[src/common/port7_irq_pkg.sv]
package port7_irq_pkg;
  // Register byte addresses.
  localparam logic [15:0] ADDR_EXT_IRQ23_CONTROL = 16'hfe5e;
  localparam logic [15:0] ADDR_INPUT_SIGNAL_SELECT = 16'hfe5f;
  localparam logic [15:0] ADDR_EVENT_STATUS = 16'hfe70;
  localparam logic [15:0] ADDR_EVENT_MASK = 16'hfe71;

  // Reset values.
  localparam logic [7:0] EXT_IRQ23_CONTROL_RESET = 8'h00;
  localparam logic [7:0] INPUT_SIGNAL_SELECT_RESET = 8'h00;
  localparam logic [3:0] EVENT_STATUS_RESET = 4'h0;
  localparam logic [3:0] EVENT_MASK_RESET = 4'h0;

  // Field positions of the interrupt 2/3 control register.
  localparam int IRQ3_RISE_ENABLE_BIT = 7;
  localparam int IRQ3_FALL_ENABLE_BIT = 6;
  localparam int IRQ3_SOURCE_FLAG_BIT = 5;
  localparam int IRQ3_REQUEST_ENABLE_BIT = 4;
  localparam int IRQ2_RISE_ENABLE_BIT = 3;
  localparam int IRQ2_FALL_ENABLE_BIT = 2;
  localparam int IRQ2_SOURCE_FLAG_BIT = 1;
  localparam int IRQ2_REQUEST_ENABLE_BIT = 0;

  // Field positions of the input signal select register.
  localparam int TIMER0_HIGH_CAPTURE_SOURCE_BIT = 7;
  localparam int TIMER0_LOW_CAPTURE_SOURCE_BIT = 6;
  localparam int BASE_TIMER_CLOCK_SEL_HI_BIT = 5;
  localparam int BASE_TIMER_CLOCK_SEL_LO_BIT = 4;
  localparam int BUZZER_OUTPUT_SELECT_BIT = 3;
  localparam int NOISE_FILTER_SEL_HI_BIT = 2;
  localparam int NOISE_FILTER_SEL_LO_BIT = 1;
  localparam int TIMER0_COUNT_SOURCE_BIT = 0;

  // Event status and mask bit positions.
  localparam int EVT_IRQ2_BIT = 0;
  localparam int EVT_IRQ3_BIT = 1;
  localparam int EVT_CAPTURE_HIGH_BIT = 2;
  localparam int EVT_CAPTURE_LOW_BIT = 3;

  // Noise filter time constants in cycles of the cycle clock.
  localparam int FILTER_LONG_TCYC = 128;
  localparam int FILTER_MID_TCYC = 32;
  localparam int FILTER_SHORT_TCYC = 1;
  localparam logic [7:0] FILTER_LONG_CYCLES = 8'(FILTER_LONG_TCYC);
  localparam logic [7:0] FILTER_MID_CYCLES = 8'(FILTER_MID_TCYC);
  localparam logic [7:0] FILTER_SHORT_CYCLES = 8'(FILTER_SHORT_TCYC);

  // Buzzer dividers; the output toggles every half period.
  localparam int BUZZER_DIV_WIDE = 16;
  localparam int BUZZER_DIV_NARROW = 8;
  localparam logic [3:0] BUZZER_HALF_WIDE = 4'(BUZZER_DIV_WIDE / 2 - 1);
  localparam logic [3:0] BUZZER_HALF_NARROW = 4'(BUZZER_DIV_NARROW / 2 - 1);

  // Interrupt vectors.
  localparam logic [15:0] IRQ2_VECTOR = 16'h0013;
  localparam logic [15:0] IRQ3_VECTOR = 16'h001b;
endpackage

[src/core/port7_ext_irq_input_select.sv]
`timescale 1ns/1ns
module port7_ext_irq_input_select (
  input wire logic mclk,
  input wire logic rst_n,
  input wire logic [15:0] reg_addr,
  input wire logic [7:0] reg_wdata,
  input wire logic reg_wr,
  input wire logic reg_rd,
  output logic [7:0] reg_rdata,
  input wire logic [3:0] port_pin_in,
  input wire logic [3:0] port_drive_req,
  input wire logic [3:0] port_oe_req,
  input wire logic [3:0] port_pullup_req,
  output logic [3:0] port_pin_out,
  output logic [3:0] port_pin_oe,
  output logic [3:0] port_pullup_en,
  input wire logic [1:0] irq0_mode,
  input wire logic [1:0] irq1_mode,
  input wire logic halt_mode,
  input wire logic hold_mode,
  input wire logic high_capture_taken_elsewhere,
  input wire logic low_capture_taken_elsewhere,
  input wire logic subclock_tick,
  input wire logic prescaler_tick,
  input wire logic shared_pin_function_select,
  input wire logic pwm_high_in,
  output logic timer1_pwm_high_output,
  output logic buzzer_pwm_pin,
  output logic base_timer_tick,
  output logic timer0_high_capture,
  output logic timer0_low_capture,
  output logic timer0_count_clock,
  output logic irq2_request,
  output logic irq3_request,
  output logic [15:0] irq_vector,
  output logic hold_release,
  output logic irq_out
);

  // Edge test for interrupts 2 and 3.
  function automatic logic edge_hit(input logic rise_en, input logic fall_en,
                                    input logic cur, input logic prev);
    edge_hit = (rise_en & cur & ~prev) | (fall_en & ~cur & prev);
  endfunction

  // Levels hit on every cycle.
  function automatic logic level_edge_hit(input logic [1:0] mode, input logic cur,
                                          input logic prev);
    logic hit;
    hit = 1'b0;
    unique case (mode)
      2'b00: hit = ~cur & prev;
      2'b01: hit = ~cur;
      2'b10: hit = cur & ~prev;
      2'b11: hit = cur;
    endcase
    level_edge_hit = hit;
  endfunction

  // Storage.
  logic [7:0] irq23_ctrl_reg;
  logic [7:0] isl_reg;
  logic [3:0] evt_status_reg;
  logic [3:0] evt_mask_reg;
  logic [3:0] sync1_reg;
  logic [3:0] sync2_reg;
  logic [3:0] filt_reg;
  logic [3:0] filt_prev_reg;
  logic [7:0] filt_cnt_reg [4];
  logic hold_prev_reg;
  logic hold_ref_reg;
  logic [3:0] buz_cnt_reg;
  logic buzzer_reg;

  // Register decode.
  wire sel_ctrl = reg_addr == port7_irq_pkg::ADDR_EXT_IRQ23_CONTROL;
  wire sel_isl = reg_addr == port7_irq_pkg::ADDR_INPUT_SIGNAL_SELECT;
  wire sel_status = reg_addr == port7_irq_pkg::ADDR_EVENT_STATUS;
  wire sel_mask = reg_addr == port7_irq_pkg::ADDR_EVENT_MASK;
  wire wr_ctrl = reg_wr & sel_ctrl;
  wire wr_isl = reg_wr & sel_isl;
  wire wr_status = reg_wr & sel_status;
  wire wr_mask = reg_wr & sel_mask;

  // Control fields.
  wire irq3_rise_enable = irq23_ctrl_reg[port7_irq_pkg::IRQ3_RISE_ENABLE_BIT];
  wire irq3_fall_enable = irq23_ctrl_reg[port7_irq_pkg::IRQ3_FALL_ENABLE_BIT];
  wire irq3_source_flag = irq23_ctrl_reg[port7_irq_pkg::IRQ3_SOURCE_FLAG_BIT];
  wire irq3_request_enable = irq23_ctrl_reg[port7_irq_pkg::IRQ3_REQUEST_ENABLE_BIT];
  wire irq2_rise_enable = irq23_ctrl_reg[port7_irq_pkg::IRQ2_RISE_ENABLE_BIT];
  wire irq2_fall_enable = irq23_ctrl_reg[port7_irq_pkg::IRQ2_FALL_ENABLE_BIT];
  wire irq2_source_flag = irq23_ctrl_reg[port7_irq_pkg::IRQ2_SOURCE_FLAG_BIT];
  wire irq2_request_enable = irq23_ctrl_reg[port7_irq_pkg::IRQ2_REQUEST_ENABLE_BIT];

  // Select fields.
  wire timer0_high_capture_source = isl_reg[port7_irq_pkg::TIMER0_HIGH_CAPTURE_SOURCE_BIT];
  wire timer0_low_capture_source = isl_reg[port7_irq_pkg::TIMER0_LOW_CAPTURE_SOURCE_BIT];
  wire [1:0] base_timer_clock_sel = {isl_reg[port7_irq_pkg::BASE_TIMER_CLOCK_SEL_HI_BIT],
                                     isl_reg[port7_irq_pkg::BASE_TIMER_CLOCK_SEL_LO_BIT]};
  wire buzzer_output_select = isl_reg[port7_irq_pkg::BUZZER_OUTPUT_SELECT_BIT];
  wire [1:0] noise_filter_sel = {isl_reg[port7_irq_pkg::NOISE_FILTER_SEL_HI_BIT],
                                 isl_reg[port7_irq_pkg::NOISE_FILTER_SEL_LO_BIT]};
  wire timer0_count_source = isl_reg[port7_irq_pkg::TIMER0_COUNT_SOURCE_BIT];

  // Noise filter: a pin change is accepted once it has stood for the chosen
  // number of cycles. Without a filter the synchronised level passes at once.
  logic [7:0] filter_limit;
  always_comb begin
    filter_limit = port7_irq_pkg::FILTER_SHORT_CYCLES;
    unique case (noise_filter_sel)
      2'b00: filter_limit = 8'h00;
      2'b01: filter_limit = port7_irq_pkg::FILTER_LONG_CYCLES;
      2'b10: filter_limit = port7_irq_pkg::FILTER_SHORT_CYCLES;
      2'b11: filter_limit = port7_irq_pkg::FILTER_MID_CYCLES;
    endcase
  end

  // A limit of one adds no delay beyond
  // the synchroniser.
  logic [3:0] filt_next;
  logic [7:0] filt_cnt_next [4];
  always_comb begin
    for (int i = 0; i < 4; i++) begin
      filt_next[i] = filt_reg[i];
      filt_cnt_next[i] = 8'h00;
      if (filter_limit == 8'h00) begin
        filt_next[i] = sync2_reg[i];
      end else if (sync2_reg[i] != filt_reg[i]) begin
        if (filt_cnt_reg[i] + 8'h01 >= filter_limit) begin
          filt_next[i] = sync2_reg[i];
        end else begin
          filt_cnt_next[i] = filt_cnt_reg[i] + 8'h01;
        end
      end
    end
  end

  // HOLD entry captures the third pin level so that edges back toward it are
  // not taken as wake-ups; the entry cycle itself uses the live level.
  wire hold_entry = hold_mode & ~hold_prev_reg;
  wire hold_ref = hold_entry ? filt_reg[2] : hold_ref_reg;
  wire irq2_rise_block = hold_mode & hold_ref;
  wire irq2_fall_block = hold_mode & ~hold_ref;

  // Pin conditions.
  wire irq0_hit = level_edge_hit(irq0_mode, filt_reg[0], filt_prev_reg[0]);
  wire irq1_hit = level_edge_hit(irq1_mode, filt_reg[1], filt_prev_reg[1]);
  wire irq2_hit = edge_hit(irq2_rise_enable & ~irq2_rise_block,
                           irq2_fall_enable & ~irq2_fall_block,
                           filt_reg[2], filt_prev_reg[2]);
  wire irq3_hit = edge_hit(irq3_rise_enable, irq3_fall_enable,
                           filt_reg[3], filt_prev_reg[3]);
  // Routing ignores the HOLD block.
  wire irq2_cond = edge_hit(irq2_rise_enable, irq2_fall_enable, filt_reg[2], filt_prev_reg[2]);

  // Timer 0 routing.
  wire high_cap_raw = timer0_high_capture_source ? irq1_hit : irq3_hit;
  wire low_cap_raw = timer0_low_capture_source ? irq0_hit : irq2_cond;
  wire high_cap_next = high_cap_raw & ~high_capture_taken_elsewhere;
  wire low_cap_next = low_cap_raw & ~low_capture_taken_elsewhere;
  wire count_next = timer0_count_source ? irq3_hit : irq2_cond;

  // Source flags: an event outweighs a clear written in the same cycle.
  wire irq3_flag_next = irq3_hit | (wr_ctrl ?
    reg_wdata[port7_irq_pkg::IRQ3_SOURCE_FLAG_BIT] : irq3_source_flag);
  wire irq2_flag_next = irq2_hit | (wr_ctrl ?
    reg_wdata[port7_irq_pkg::IRQ2_SOURCE_FLAG_BIT] : irq2_source_flag);

  logic [7:0] irq23_ctrl_next;
  always_comb begin
    irq23_ctrl_next = wr_ctrl ? reg_wdata : irq23_ctrl_reg;
    irq23_ctrl_next[port7_irq_pkg::IRQ3_SOURCE_FLAG_BIT] = irq3_flag_next;
    irq23_ctrl_next[port7_irq_pkg::IRQ2_SOURCE_FLAG_BIT] = irq2_flag_next;
  end

  // Requests follow the stored flag and enable.
  wire irq3_req_next = irq3_flag_next & irq23_ctrl_next[port7_irq_pkg::IRQ3_REQUEST_ENABLE_BIT];
  wire irq2_req_next = irq2_flag_next & irq23_ctrl_next[port7_irq_pkg::IRQ2_REQUEST_ENABLE_BIT];
  // Interrupt 2 has the lower vector and so the higher priority here.
  wire [15:0] vector_next = irq2_req_next ? port7_irq_pkg::IRQ2_VECTOR :
                            irq3_req_next ? port7_irq_pkg::IRQ3_VECTOR : 16'h0000;

  // Event status: sticky, cleared by writing one, a fresh event wins.
  logic [3:0] evt_set;
  always_comb begin
    evt_set = 4'h0;
    evt_set[port7_irq_pkg::EVT_IRQ2_BIT] = irq2_hit;
    evt_set[port7_irq_pkg::EVT_IRQ3_BIT] = irq3_hit;
    evt_set[port7_irq_pkg::EVT_CAPTURE_HIGH_BIT] = high_cap_next;
    evt_set[port7_irq_pkg::EVT_CAPTURE_LOW_BIT] = low_cap_next;
  end
  wire [3:0] evt_clear = wr_status ? reg_wdata[3:0] : 4'h0;
  wire [3:0] evt_status_next = evt_set | (evt_status_reg & ~evt_clear);
  wire [3:0] evt_mask_next = wr_mask ? reg_wdata[3:0] : evt_mask_reg;

  // Base timer clock and buzzer divider.
  // A cycle clock tick is always high.
  logic sel_tick;
  always_comb begin
    sel_tick = subclock_tick;
    unique case (base_timer_clock_sel)
      2'b00: sel_tick = subclock_tick;
      2'b01: sel_tick = 1'b1;
      2'b10: sel_tick = subclock_tick;
      2'b11: sel_tick = prescaler_tick;
    endcase
  end
  wire [3:0] buz_half = (base_timer_clock_sel == 2'b10) ?
                        port7_irq_pkg::BUZZER_HALF_NARROW : port7_irq_pkg::BUZZER_HALF_WIDE;
  // Each wrap toggles the buzzer.
  wire buz_wrap = sel_tick & (buz_cnt_reg >= buz_half);
  wire [3:0] buz_cnt_next = ~sel_tick ? buz_cnt_reg : buz_wrap ? 4'h0 : buz_cnt_reg + 4'h1;
  wire buzzer_next = buz_wrap ? ~buzzer_reg : buzzer_reg;

  // Shared pin selection; the unselected source is held high.
  wire pwm_out_next = (shared_pin_function_select & buzzer_output_select) ? 1'b1
                      : pwm_high_in;
  wire buz_pin_next = ~shared_pin_function_select ? 1'b1 :
                      buzzer_output_select ? buzzer_reg : pwm_high_in;

  // Low power freezes the upper three pins and drops the first pull-up.
  wire low_power = halt_mode | hold_mode;
  wire [3:0] pin_out_next = low_power ? {port_pin_out[3:1], port_drive_req[0]}
                            : port_drive_req;
  wire [3:0] pin_oe_next = low_power ? {port_pin_oe[3:1], port_oe_req[0]} : port_oe_req;
  wire [3:0] pullup_next = low_power ? {port_pullup_en[3:1], 1'b0} : port_pullup_req;

  // Read data for the following cycle; unmapped addresses read zero.
  wire [7:0] rdata_next = ~reg_rd ? 8'h00 :
                          sel_ctrl ? irq23_ctrl_reg :
                          sel_isl ? isl_reg :
                          sel_status ? {4'h0, evt_status_reg} :
                          sel_mask ? {4'h0, evt_mask_reg} : 8'h00;

  // Pin synchroniser.
  always_ff @(posedge mclk or negedge rst_n) begin
    if (!rst_n) begin
      sync1_reg <= 4'h0;
      sync2_reg <= 4'h0;
    end else begin
      sync1_reg <= port_pin_in;
      sync2_reg <= sync1_reg;
    end
  end

  // Filtered level and its last value.
  always_ff @(posedge mclk or negedge rst_n) begin
    if (!rst_n) begin
      filt_reg <= 4'h0;
      filt_prev_reg <= 4'h0;
      for (int i = 0; i < 4; i++) begin
        filt_cnt_reg[i] <= 8'h00;
      end
    end else begin
      filt_reg <= filt_next;
      filt_prev_reg <= filt_reg;
      for (int i = 0; i < 4; i++) begin
        filt_cnt_reg[i] <= filt_cnt_next[i];
      end
    end
  end

  // HOLD entry reference.
  always_ff @(posedge mclk or negedge rst_n) begin
    if (!rst_n) begin
      hold_prev_reg <= 1'b0;
      hold_ref_reg <= 1'b0;
    end else begin
      hold_prev_reg <= hold_mode;
      hold_ref_reg <= hold_ref;
    end
  end

  // Software registers and read data.
  always_ff @(posedge mclk or negedge rst_n) begin
    if (!rst_n) begin
      irq23_ctrl_reg <= port7_irq_pkg::EXT_IRQ23_CONTROL_RESET;
      isl_reg <= port7_irq_pkg::INPUT_SIGNAL_SELECT_RESET;
      evt_status_reg <= port7_irq_pkg::EVENT_STATUS_RESET;
      evt_mask_reg <= port7_irq_pkg::EVENT_MASK_RESET;
      reg_rdata <= 8'h00;
    end else begin
      irq23_ctrl_reg <= irq23_ctrl_next;
      isl_reg <= wr_isl ? reg_wdata : isl_reg;
      evt_status_reg <= evt_status_next;
      evt_mask_reg <= evt_mask_next;
      reg_rdata <= rdata_next;
    end
  end

  // Requests use next flag values so that
  // they move with the stored flags.
  always_ff @(posedge mclk or negedge rst_n) begin
    if (!rst_n) begin
      irq2_request <= 1'b0;
      irq3_request <= 1'b0;
      irq_vector <= 16'h0000;
      hold_release <= 1'b0;
      irq_out <= 1'b0;
    end else begin
      irq2_request <= irq2_req_next;
      irq3_request <= irq3_req_next;
      irq_vector <= vector_next;
      hold_release <= irq2_req_next | irq3_req_next;
      irq_out <= |(evt_status_next & evt_mask_next);
    end
  end

  // One registered pulse per hit; a level condition pulses on every cycle.
  always_ff @(posedge mclk or negedge rst_n) begin
    if (!rst_n) begin
      timer0_high_capture <= 1'b0;
      timer0_low_capture <= 1'b0;
      timer0_count_clock <= 1'b0;
    end else begin
      timer0_high_capture <= high_cap_next;
      timer0_low_capture <= low_cap_next;
      timer0_count_clock <= count_next;
    end
  end

  // The buzzer rests high.
  always_ff @(posedge mclk or negedge rst_n) begin
    if (!rst_n) begin
      buz_cnt_reg <= 4'h0;
      buzzer_reg <= 1'b1;
      base_timer_tick <= 1'b0;
      timer1_pwm_high_output <= 1'b1;
      buzzer_pwm_pin <= 1'b1;
    end else begin
      buz_cnt_reg <= buz_cnt_next;
      buzzer_reg <= buzzer_next;
      base_timer_tick <= sel_tick;
      timer1_pwm_high_output <= pwm_out_next;
      buzzer_pwm_pin <= buz_pin_next;
    end
  end

  // Pin controls, registered.
  always_ff @(posedge mclk or negedge rst_n) begin
    if (!rst_n) begin
      port_pin_out <= 4'h0;
      port_pin_oe <= 4'h0;
      port_pullup_en <= 4'h0;
    end else begin
      port_pin_out <= pin_out_next;
      port_pin_oe <= pin_oe_next;
      port_pullup_en <= pullup_next;
    end
  end

endmodule

[config.mk]
export PLATFORM = sky130hd
export DESIGN_NAME = port7_ext_irq_input_select
export DESIGN_NICKNAME = d
export VERILOG_FILES = /design/src/common/port7_irq_pkg.sv /design/src/core/port7_ext_irq_input_select.sv
export SDC_FILE = /design/constraint.sdc
export NUM_CORES = 1
export LEC_CHECK = 0
export ABC_AREA = 0
export BUFFER_PORTS_ARGS = -buffer_cell sky130_fd_sc_hd__buf_2
export CORE_AREA = 2 2 133 83
export CTS_CLUSTER_SIZE = 30
export DETAILED_ROUTE_END_ITERATION = 10
export DIE_AREA = 0 0 135 85
export GPL_TIMING_DRIVEN = 0
export HOLD_SLACK_MARGIN = 0.12
export PLACE_DENSITY = 0.74
export SYNTH_ARGS = -nofsm -noshare
export SYNTH_HDL_FRONTEND = slang
export SYNTH_SLANG_ARGS = --single-unit
[constraint.sdc]
create_clock -name mclk -period 5.55 [get_ports mclk]
set_clock_uncertainty 0.15 [all_clocks]
set_input_delay 1.11 -clock mclk [delete_from_list [all_inputs] [get_ports mclk]]
set_output_delay 1.11 -clock mclk [all_outputs]
set_load 0.005 [all_outputs]
# [Yosys cells after proc, flatten, opt, wreduce, memory -nomap -nowiden]
# Index checks and enable logic that the tools add are counted.
[word_totals] inputBits=56 n_memories=0 regBits=114 romBits=0 latchBits=0 ram_bits=0
[op_classes] n_lt_le_gt_ge=5 mul=0 n_bitwise=57 n_reduce_logical=19 n_eq_ne=20 shifts=0 muxes=50 div_mod_pow=0 add_sub_neg=5
[op_table] operator="$mux W8" n=15
[op_table] operator="$eq A16 B16 Y1 const B" n=4
[op_table] operator="$add A8 B1 Y8 const B" n=4
[op_table] operator="$ge A8 B8 Y1" n=4
[op_table] operator="$pmux W8 S4" n=1
[op_table] operator="$and A1 B1 Y1" n=31
[op_table] operator="$mux W1" n=22
[op_table] operator="$mux W4" n=5
[op_table] operator="$eq A2 B2 Y1 const B" n=8
[op_table] operator="$reduce_bool A2 Y1" n=8
[op_table] operator="$mux W5" n=3
[op_table] operator="$not A1 Y1" n=15
[op_table] operator="$and A4 B4 Y4" n=2
[op_table] operator="$eq A2 B1 Y1 const B" n=4
[op_table] operator="$logic_not A2 Y1" n=4
[op_table] operator="$logic_not A8 Y1" n=1
[op_table] operator="$pmux W1 S4" n=2
[op_table] operator="$reduce_and A2 Y1" n=4
[op_table] operator="$or A1 B1 Y1" n=7
[op_table] operator="$add A4 B1 Y4 const B" n=1
[op_table] operator="$ge A4 B3 Y1" n=1
[op_table] operator="$ne A1 B1 Y1" n=4
[op_table] operator="$not A4 Y4" n=1
[op_table] operator="$or A4 B4 Y4" n=1
[op_table] operator="other kinds (4)" n=4

# [Depth between registers and ports, before layout]
# Gate-level depths: netlist (run 1).
[logic_depth] ltp_word=13 ltp_mapped=9

# [Worst setup path after synthesis (run 1)]
# Ideal clock, no wire load.
[synth_timing] path_type="input to register" start="input reg_addr[1]" end="register irq_out" setup_time_ns=0.138 required_ns=5.262 cell_stages=5 arrival_ns=2.494 path_slack_ns=2.768 path_cell_list="or4b_4 > or3_4 > o31a_1 > o22ai_2 > o2111ai_1"
[synth_via] elab_chain_len=8
[synth_rtl] item="start, declared" line="port7_ext_irq_input_select.sv:5" rtl="input wire logic [15:0] reg_addr,"
[synth_rtl] item="$eq A16 B16 Y1" line="port7_ext_irq_input_select.sv:78" rtl="wire sel_status = reg_addr == port7_irq_pkg::ADDR_EVENT_STATUS;"
[synth_rtl] item="$and A1 B1 Y1" line="port7_ext_irq_input_select.sv:82" rtl="wire wr_status = reg_wr & sel_status;"
[synth_rtl] item="$mux W4" line="port7_ext_irq_input_select.sv:192" rtl="wire [3:0] evt_clear = wr_status ? reg_wdata[3:0] : 4'h0;"
[synth_rtl] item="$not A4 Y4" line="port7_ext_irq_input_select.sv:193" rtl="wire [3:0] evt_status_next = evt_set | (evt_status_reg & ~evt_clear);"
[synth_rtl] item="$and A4 B4 Y4" line="port7_ext_irq_input_select.sv:193"
[synth_rtl] item="$or A4 B4 Y4" line="port7_ext_irq_input_select.sv:193"
[synth_rtl] item="$and A4 B4 Y4 *" line="port7_ext_irq_input_select.sv:305" rtl="irq_out <= |(evt_status_next & evt_mask_next);"
[synth_rtl] item="$reduce_or A4 Y1 *" line="port7_ext_irq_input_select.sv:305"
[synth_rtl] item="end signal, assigned" line="port7_ext_irq_input_select.sv:305"
[synth_rtl] item="end, declared" line="port7_ext_irq_input_select.sv:37" rtl="output logic irq_out"
# Mark *: on every way between the ends. The rest lies on a longest branch, timed or not.
# A chain may end at the register's enable or synchronous reset.

# [Final worst setup path (run 1)]
[layout_timing] start="register isl_reg[2]" end="register filt_reg[1]"
[layout_via] elab_chain_len=5
[layout_rtl] item="start, declared" line="port7_ext_irq_input_select.sv:62" rtl="logic [7:0] isl_reg;"
[layout_rtl] item="start signal, assigned" line="port7_ext_irq_input_select.sv:278" rtl="isl_reg <= port7_irq_pkg::INPUT_SIGNAL_SELECT_RESET;"
[layout_rtl] item="start signal, assigned" line="port7_ext_irq_input_select.sv:284" rtl="isl_reg <= wr_isl ? reg_wdata : isl_reg;"
[layout_rtl] item="$eq A2 B2 Y1 (tied with other cells)" line="port7_ext_irq_input_select.sv:110" rtl="unique case (noise_filter_sel)"
[layout_rtl] item="$pmux W8 S4 *" line="port7_ext_irq_input_select.sv:110"
[layout_rtl] item="$ge A8 B8 Y1 or $logic_not A8 Y1 (tied branches)" line="port7_ext_irq_input_select.sv:129, port7_ext_irq_input_select.sv:126"
[layout_rtl] item="$reduce_bool A2 Y1 (no line)"
[layout_rtl] item="$reduce_and A2 Y1 (no line)"
[layout_rtl] item="end signal, assigned" line="port7_ext_irq_input_select.sv:255" rtl="filt_reg <= filt_next;"
[layout_rtl] item="end, declared" line="port7_ext_irq_input_select.sv:67" rtl="logic [3:0] filt_reg;"
# Mark *: on every way between the ends. The rest lies on a longest branch, timed or not. The select of a mux whose other input is x is not followed.

==> flow_summary_export.csv, run 1 <==
group,metric,value,unit
status,outcome,"finished clean",
power_and_ir_drop,seqPwrFrac,52.0,%
setup_path,worst_path_max_delay_cell,"nor2b_1",
power_and_ir_drop,ir_drop,0.161,mV
finish,regArea,2760,um^2
setup_path,cp.required,5.64,ns
routing,ant_nets,0,
timing,finalHoldViolations,0,
cts,cts_tree,"done",
synth,synth.area.top_cells,"dfrtp_1, mux2_2, ha_1, xnor2_1, nand3_1",
floorplanning,io_pins,102,
power_and_ir_drop,power,1660,uW
cts,cts_buffer_depth,2,
timing,slew_headroom,50.0,%
setup_path,cp_cell_sequence,"nor2b_1 -> ha_1 -> nor4b_1 -> a31oi_1 -> a211oi_1 -> mux2_2",
finish,final_layout_size_suffix_gt1_share,28.7,%
finish,multi_input_area,2300,um^2
floorplanning,die_h,85,um
timing,max_freq,0.349,GHz
setup_path,start_kind,"flop",
hold_path,hp-class,"flop to flop",
routing,vias_per_cell,5.38,
synth,yosysSeqAreaShare,53.0,%
setup_path,cp_top_family,"simple AND/OR/NAND/NOR gates",
cts,postCtsResizedCells,0,
routing,wl,11.3,mm
finish,largest_register_ffs,32,
setup_path,crit_fanout,6,
finish,syn_to_final_growth,19.2,%
cts,numCtsBuffers,9,
cts,cts_sinks,110,
setup_path,crit_type,"flop to flop",
power_and_ir_drop,intPower,1260,uW
synth,netlist_instances,450,
synth,yosysTopAreaCellShare,51.5,%
synth,ys_async_sr_fraction,100,%
synth,ys.flop_type,"dfrtp_1",
cts,htree_levels,3,
routing,detail_route.wl_per_cell,16.1,um
floorplanning,dieArea,11500,um^2
global_route,grt_pass1_vias,3749,
setup_path,cpPeakStageDelay,0.54,ns
routing,route.detailed.drc,0,
global_route,grt-ovfl-total,0,
cts,path_clk_slew,0.08,ns
global_route,grt_max_degree,71,
synth,synth_cell_types,70,
cts,cts_setup_buffers,0,
power_and_ir_drop,swShare,24.1,%
timing,setup_tns,0,ns
synth,synth-edff-count,0,
routing,vias,3797,
floorplanning,floorplan.initialDensity,50.5,%
timing,setup_violations,0,
power_and_ir_drop,power_switching,400,uW
routing,drtIter0Drc,306,
finish,diodes,0,
power_and_ir_drop,p_comb_share,8.0,%
synth,yosys_warnings,0,
placed_design,place_congestion,0.910,
synth,yosys_register_bits,110,
floorplanning,core,10300,um^2
finish,layout.nets,636,
global_route,antenna_found_initial,0,
floorplanning,die_x,135,um
placed_design,dp_hpwl,8.44,mm
synth,syn_area_per_cell,11.6,um^2
setup_path,cp.arrival,2.96,ns
timing,min_period,2.87,ns
power_and_ir_drop,pwr_density_cell,269,nW/um^2
power_and_ir_drop,clkPwrFrac,40.0,%
synth,syn-cell-area,5200,um^2
floorplanning,rows,29,
run,drv_cap,0,
finish,fillers,843,
setup_path,crit_buf_inv,0,
global_route,grt_usage,21.5,%
placed_design,port_buffers,89,
timing,period_share,51.6,%
timing,drv_slew,0,
routing,drtPass1Iterations,5,
synth,yosysTopAreaCell,"dfrtp_1",
cts,root_buffer,"clkbuf_16",
timing,rsz0062_at_grt,"no",
cts,clk_latency,0.35,ns
setup_path,critPathCaptureType,"flop",
power_and_ir_drop,leakage,0.00299,uW
timing,tightestPinTransition,0.748,ns
cts,cts_hold_buf,0,
global_route,grt_pass1_wl,19.1,mm
-- layout by cell type, fill, tap and decap left out, types with 6 or more instances in the layout --
master	count
nand3_1	27
ha_1	18
xor2_1	11
clkbuf_16	9
nand2_1	30
nor3b_1	14
mux2_2	21
and3_1	6
nor3_1	11
buf_2	90
o21ai_0	13
conb_1	12
inv_1	13
nor2b_1	19
nor2_1	23
xnor2_1	17
buf_4	16
dfrtp_1	107
-- worst paths after layout --
path | cells past startpoint | slack, ns | startpoint | endpoint
setup / recovery | 6 | 2.68 | isl_reg[2] | filt_reg[1]
max in group asynchronous | 2 | 3.93 | rst_n | port_pin_out[3]
setup reg to reg | 6 | 2.68 | isl_reg[2] | filt_reg[1]
min in group asynchronous | 1 | 0.59 | rst_n | filt_reg[1]
hold reg to reg | 0 | 0.20 | sync1_reg[0] | sync2_reg[0]
hold / removal | 0 | 0.20 | sync1_reg[0] | sync2_reg[0]
-- layout make-up --
class	count	area share (%)
tap	139	2.81
inverter	13	0.788
clock inverter	6	1.23
multi-input combinational	317	37.1
timing repair buffer	90	7.67
clock buffer	10	3.70
sequential	110	44.5
buffer	21	2.22
-- power by group through the flow --
stage	registers [uW]	logic (uW)	clock network (uW)
4_1_cts	866	135	683
3_5_place_dp	881	135	0
5_1_grt	871	153	722
3_3_place_gp	878	128	0
6_report	866	133	665
2_1_floorplan	877	67.2	0
-- per-stage QoR --
step                      hold WS (ns)  utilization [%]  instance area [um^2]  instances  setup WS (ns)
after global routing             0.219             60.1                  6200        706           2.55
after detailed placement         0.187             57.2                  5890        690           2.40
after CTS                        0.204             60.1                  6200        706           2.70
after global placement           0.185             56.9                  5860        689           2.00
after floorplan                  0.181                -                  5240        461           2.77
final                            0.202             60.1                  6200        706           2.68
-- kinds of logic after synthesis --
family                   share of synthesized area (%)
flip-flops                                        53.0
adder cells (fa/ha/maj)                           4.33
other                                           0.0721
multiplexers                                      6.38
buffers and inverters                             3.59
AO/OA/AOI/OAI                                     10.1
AND/OR/NAND/NOR                                   17.8
XOR/XNOR                                          4.72
-- routing by layer --
layer	vias up	global-route usage [%]	part of all wire [%]
li1	1813	-	-
met1	1852	31.4	48
met2	124	31.2	44
met3	8	7.53	7.0
met4	0	4.64	0.69
met5	-	0	0
-- Yosys cell counts (3+ instances only) --
cell type and instances:
and3_1 6, ha_1 18, dfstp_2 3, or2_2 4, dfrtp_1 107, a31oi_1 5, nor3_1 11, mux2i_1 5
clkbuf_1 4, mux2_1 4, nand2_1 30, o21ai_0 13, and4_1 4, a21oi_1 4, and2_1 3, nor2b_1 19
or2_1 3, nor3b_1 14, nand2b_1 5, a22oi_1 4, buf_4 15, inv_1 13, mux2_2 21, a211oi_1 4
xnor2_1 17, o2111ai_1 4, nand3_1 27, nor2_1 23, xor2_1 11
Power figures use the tool's default switching activity.
==> inputs of run 2 (changes only) <==
--- a/config.mk
+++ b/config.mk
@@ -7,13 +7,13 @@
 export LEC_CHECK = 0
 export ABC_AREA = 0
 export BUFFER_PORTS_ARGS = -buffer_cell sky130_fd_sc_hd__buf_2
-export CORE_AREA = 2 2 133 83
+export CORE_AREA = 2 2 135 84
 export CTS_CLUSTER_SIZE = 30
 export DETAILED_ROUTE_END_ITERATION = 10
-export DIE_AREA = 0 0 135 85
+export DIE_AREA = 0 0 137 86
 export GPL_TIMING_DRIVEN = 0
 export HOLD_SLACK_MARGIN = 0.12
-export PLACE_DENSITY = 0.74
+export PLACE_DENSITY = 0.76
 export SYNTH_ARGS = -nofsm -noshare
 export SYNTH_HDL_FRONTEND = slang
 export SYNTH_SLANG_ARGS = --single-unit
==> constraint.sdc (replaced) <==
create_clock -name mclk -period 2.3 [get_ports mclk]
set_clock_uncertainty 0.15 [all_clocks]
set_input_delay 0.46 -clock mclk [delete_from_list [all_inputs] [get_ports mclk]]
set_output_delay 0.46 -clock mclk [all_outputs]
set_load 0.005 [all_outputs]
==> run 2 against run 1 <==
Net effect:
- the run now ends with setup timing left
- cell count up 5.0%
- via count is 5.7% higher
- hold slack got worse by 0.065 ns
- total power increased by 150%
- sequential power rose by 140%
- utilization up 5.9 points
- global-route usage hardly changed
- register-to-register slack got worse by 2.9 ns
- critical path depth increased by 2
- die area is 2.7% higher
- design area rose by 11%
- sequential share of layout area decreased by 4.5 points
==> flow_summary_export.csv, run 2 (synthesis results as in run 1) <==
group,metric,value,unit
status,outcome,"complete, but fails checks",
status,violations,"setup timing",
global_route,grt-ovfl-total,0,
routing,drtPass1Iterations,6,
setup_path,critPathCaptureType,"flop",
global_route,grt_pass1_wl,19.6,mm
cts,numCtsBuffers,9,
setup_path,crit_fanout,8,
finish,largest_register_ffs,32,
routing,wl_met2,5.78,mm
routing,detail_route.wl_per_cell,16.6,um
timing,min_period,2.48,ns
floorplanning,dieArea,11800,um^2
setup_path,cp.arrival,2.61,ns
power_and_ir_drop,power,4100,uW
cts,cts_tree,"done",
run,drv_cap,0,
floorplanning,die_h,86,um
timing,finalHoldViolations,0,
placed_design,dp_hpwl,8.24,mm
setup_path,crit_start,"filt_cnt_reg[18]",
timing,slew_headroom,29.3,%
placed_design,dpl.cell_count,690,
routing,top_layer,"met4",
global_route,grt_pass1_vias,3950,
routing,route.detailed.drc,0,
finish,fillers,796,
setup_path,r2r-start,"filt_cnt_reg[18]",
timing,rsz0062_at_grt,"yes",
setup_path,crit_type,"flop to flop",
routing,vias,4012,
finish,diodes,0,
timing,drv_slew,0,
timing,setup_violations,27,
timing,max_freq,0.403,GHz
cts,clk_latency,0.35,ns
finish,layout.cells.non_filler,741,
finish,layout_common_cells,"dfrtp_1, buf_2, buf_4",
placed_design,place_congestion,0.885,
timing,tightestPinTransition,1.05,ns
floorplanning,die_x,137,um
hold_path,hp-class,"primary input to flop",
routing,vias_per_cell,5.41,
hold_path,min_from,"hold_mode",
global_route,grt_usage,21.5,%
cts,root_buffer,"clkbuf_16",
power_and_ir_drop,pwr_density_cell,594,nW/um^2
routing,dr_wl_met3,731,um
finish,layout.nets,671,
cts,path_clk_slew,0.07,ns
global_route,grt_max_degree,65,
routing,drtIter0Drc,256,
floorplanning,io_pins,102,
routing,ant_nets,0,
floorplanning,floorplan.initialDensity,49.8,%
timing,fin_ws,-0.179,ns
placed_design,port_buffers,89,
finish,final_layout_size_suffix_gt1_share,41.2,%
floorplanning,rows,29,
finish,layout_commonest_cell,"dfrtp_1",
setup_path,start_kind,"flop",
cts,cts_sinks,110,
power_and_ir_drop,ir_drop,0.601,mV
global_route,antenna_found_initial,0,
routing,m1WireLength,5.68,mm
floorplanning,core,10500,um^2
finish,syn_to_final_growth,32.7,%
cts,cts_buffer_depth,2,
cts,htree_levels,3,
timing,period_share,108,%
routing,wl,12.3,mm
power_and_ir_drop,leakage,0.00322,uW
setup_path,cp.required,2.44,ns
placed_design,dp_slack,-0.295,ns
==> run 2: metal layers <==
metal / vias up / track usage, %
li1: 1886 / -
met1: 1991 / 30.1
met2: 125 / 33.4
met3: 10 / 6.03
met4: 0 / 5.15
met5: - / 0
==> run 2: path summary, 6_finish.rpt <==
check	end	slack (ns)	depth (start not counted)
worst min register to register	sync2_reg[3]	0.20	0
worst min-delay path	hold_prev_reg	0.14	1
min in group asynchronous	sync1_reg[1]	0.59	2
max in group asynchronous	filt_cnt_reg[12]	0.69	3
worst max-delay path	filt_cnt_reg[19]	-0.18	8
worst max register to register	filt_cnt_reg[19]	-0.18	8
==> run 2: metrics by stage <==
stage | hold slack [ns] | setup TNS (ns) | util [%] | instance area (um^2)
after floorplan | 0.0144 | -0.0919 | - | 5240
after global placement | 0.186 | -70.93 | 56.1 | 5860
after detailed placement | 0.188 | -6.94 | 56.4 | 5890
after CTS | 0.128 | -2.56 | 63.5 | 6640
after global routing | 0.130 | -6.40 | 66.0 | 6900
final | 0.137 | -2.58 | 66.0 | 6900
==> run 2: report_power, final <==
| group | switching, uW | total (uW) | internal [uW] | leakage (uW) |
|---|---|---|---|---|
| logic | 174 | 338 | 164 | 0.00165 |
| registers | 59.7 | 2090 | 2030 | 0.00142 |
| clock network | 709 | 1670 | 965 | 0.000154 |
==> run 2: critical path, cell delays in order, from the launching register on <==
cell,delay (ns)
dfrtp_1,0.40
nand3_2,0.13
nor2_4,0.16
nand3_2,0.11
xnor2_2,0.26
ha_4,0.26
a211o_1,0.29
a2111o_1,0.50
nor2_1,0.15
==> run 2: repair_timing <==
item / CTS / global route
setup endpoints to repair: 36 / 36
hold buffers: 8 / 0
pin swaps: 24 / 27
gates resized for setup: 36 / 37
gates cloned: 0 / 0
buffers inserted: 22 / 6
endpoints found under the hold margin: 67 / 0
==> run 2: layout make-up <==
cell class | instances | area (um^2) | share of cell area [%]
buffer | 20 | 133 | 1.92
clock buffer | 10 | 229 | 3.32
clock inverter | 6 | 93.8 | 1.36
inverter | 13 | 48.8 | 0.707
multi-input combinational | 317 | 2680 | 38.8
sequential | 110 | 2760 | 40.0
tap | 139 | 174 | 2.52
timing repair buffer | 126 | 785 | 11.4
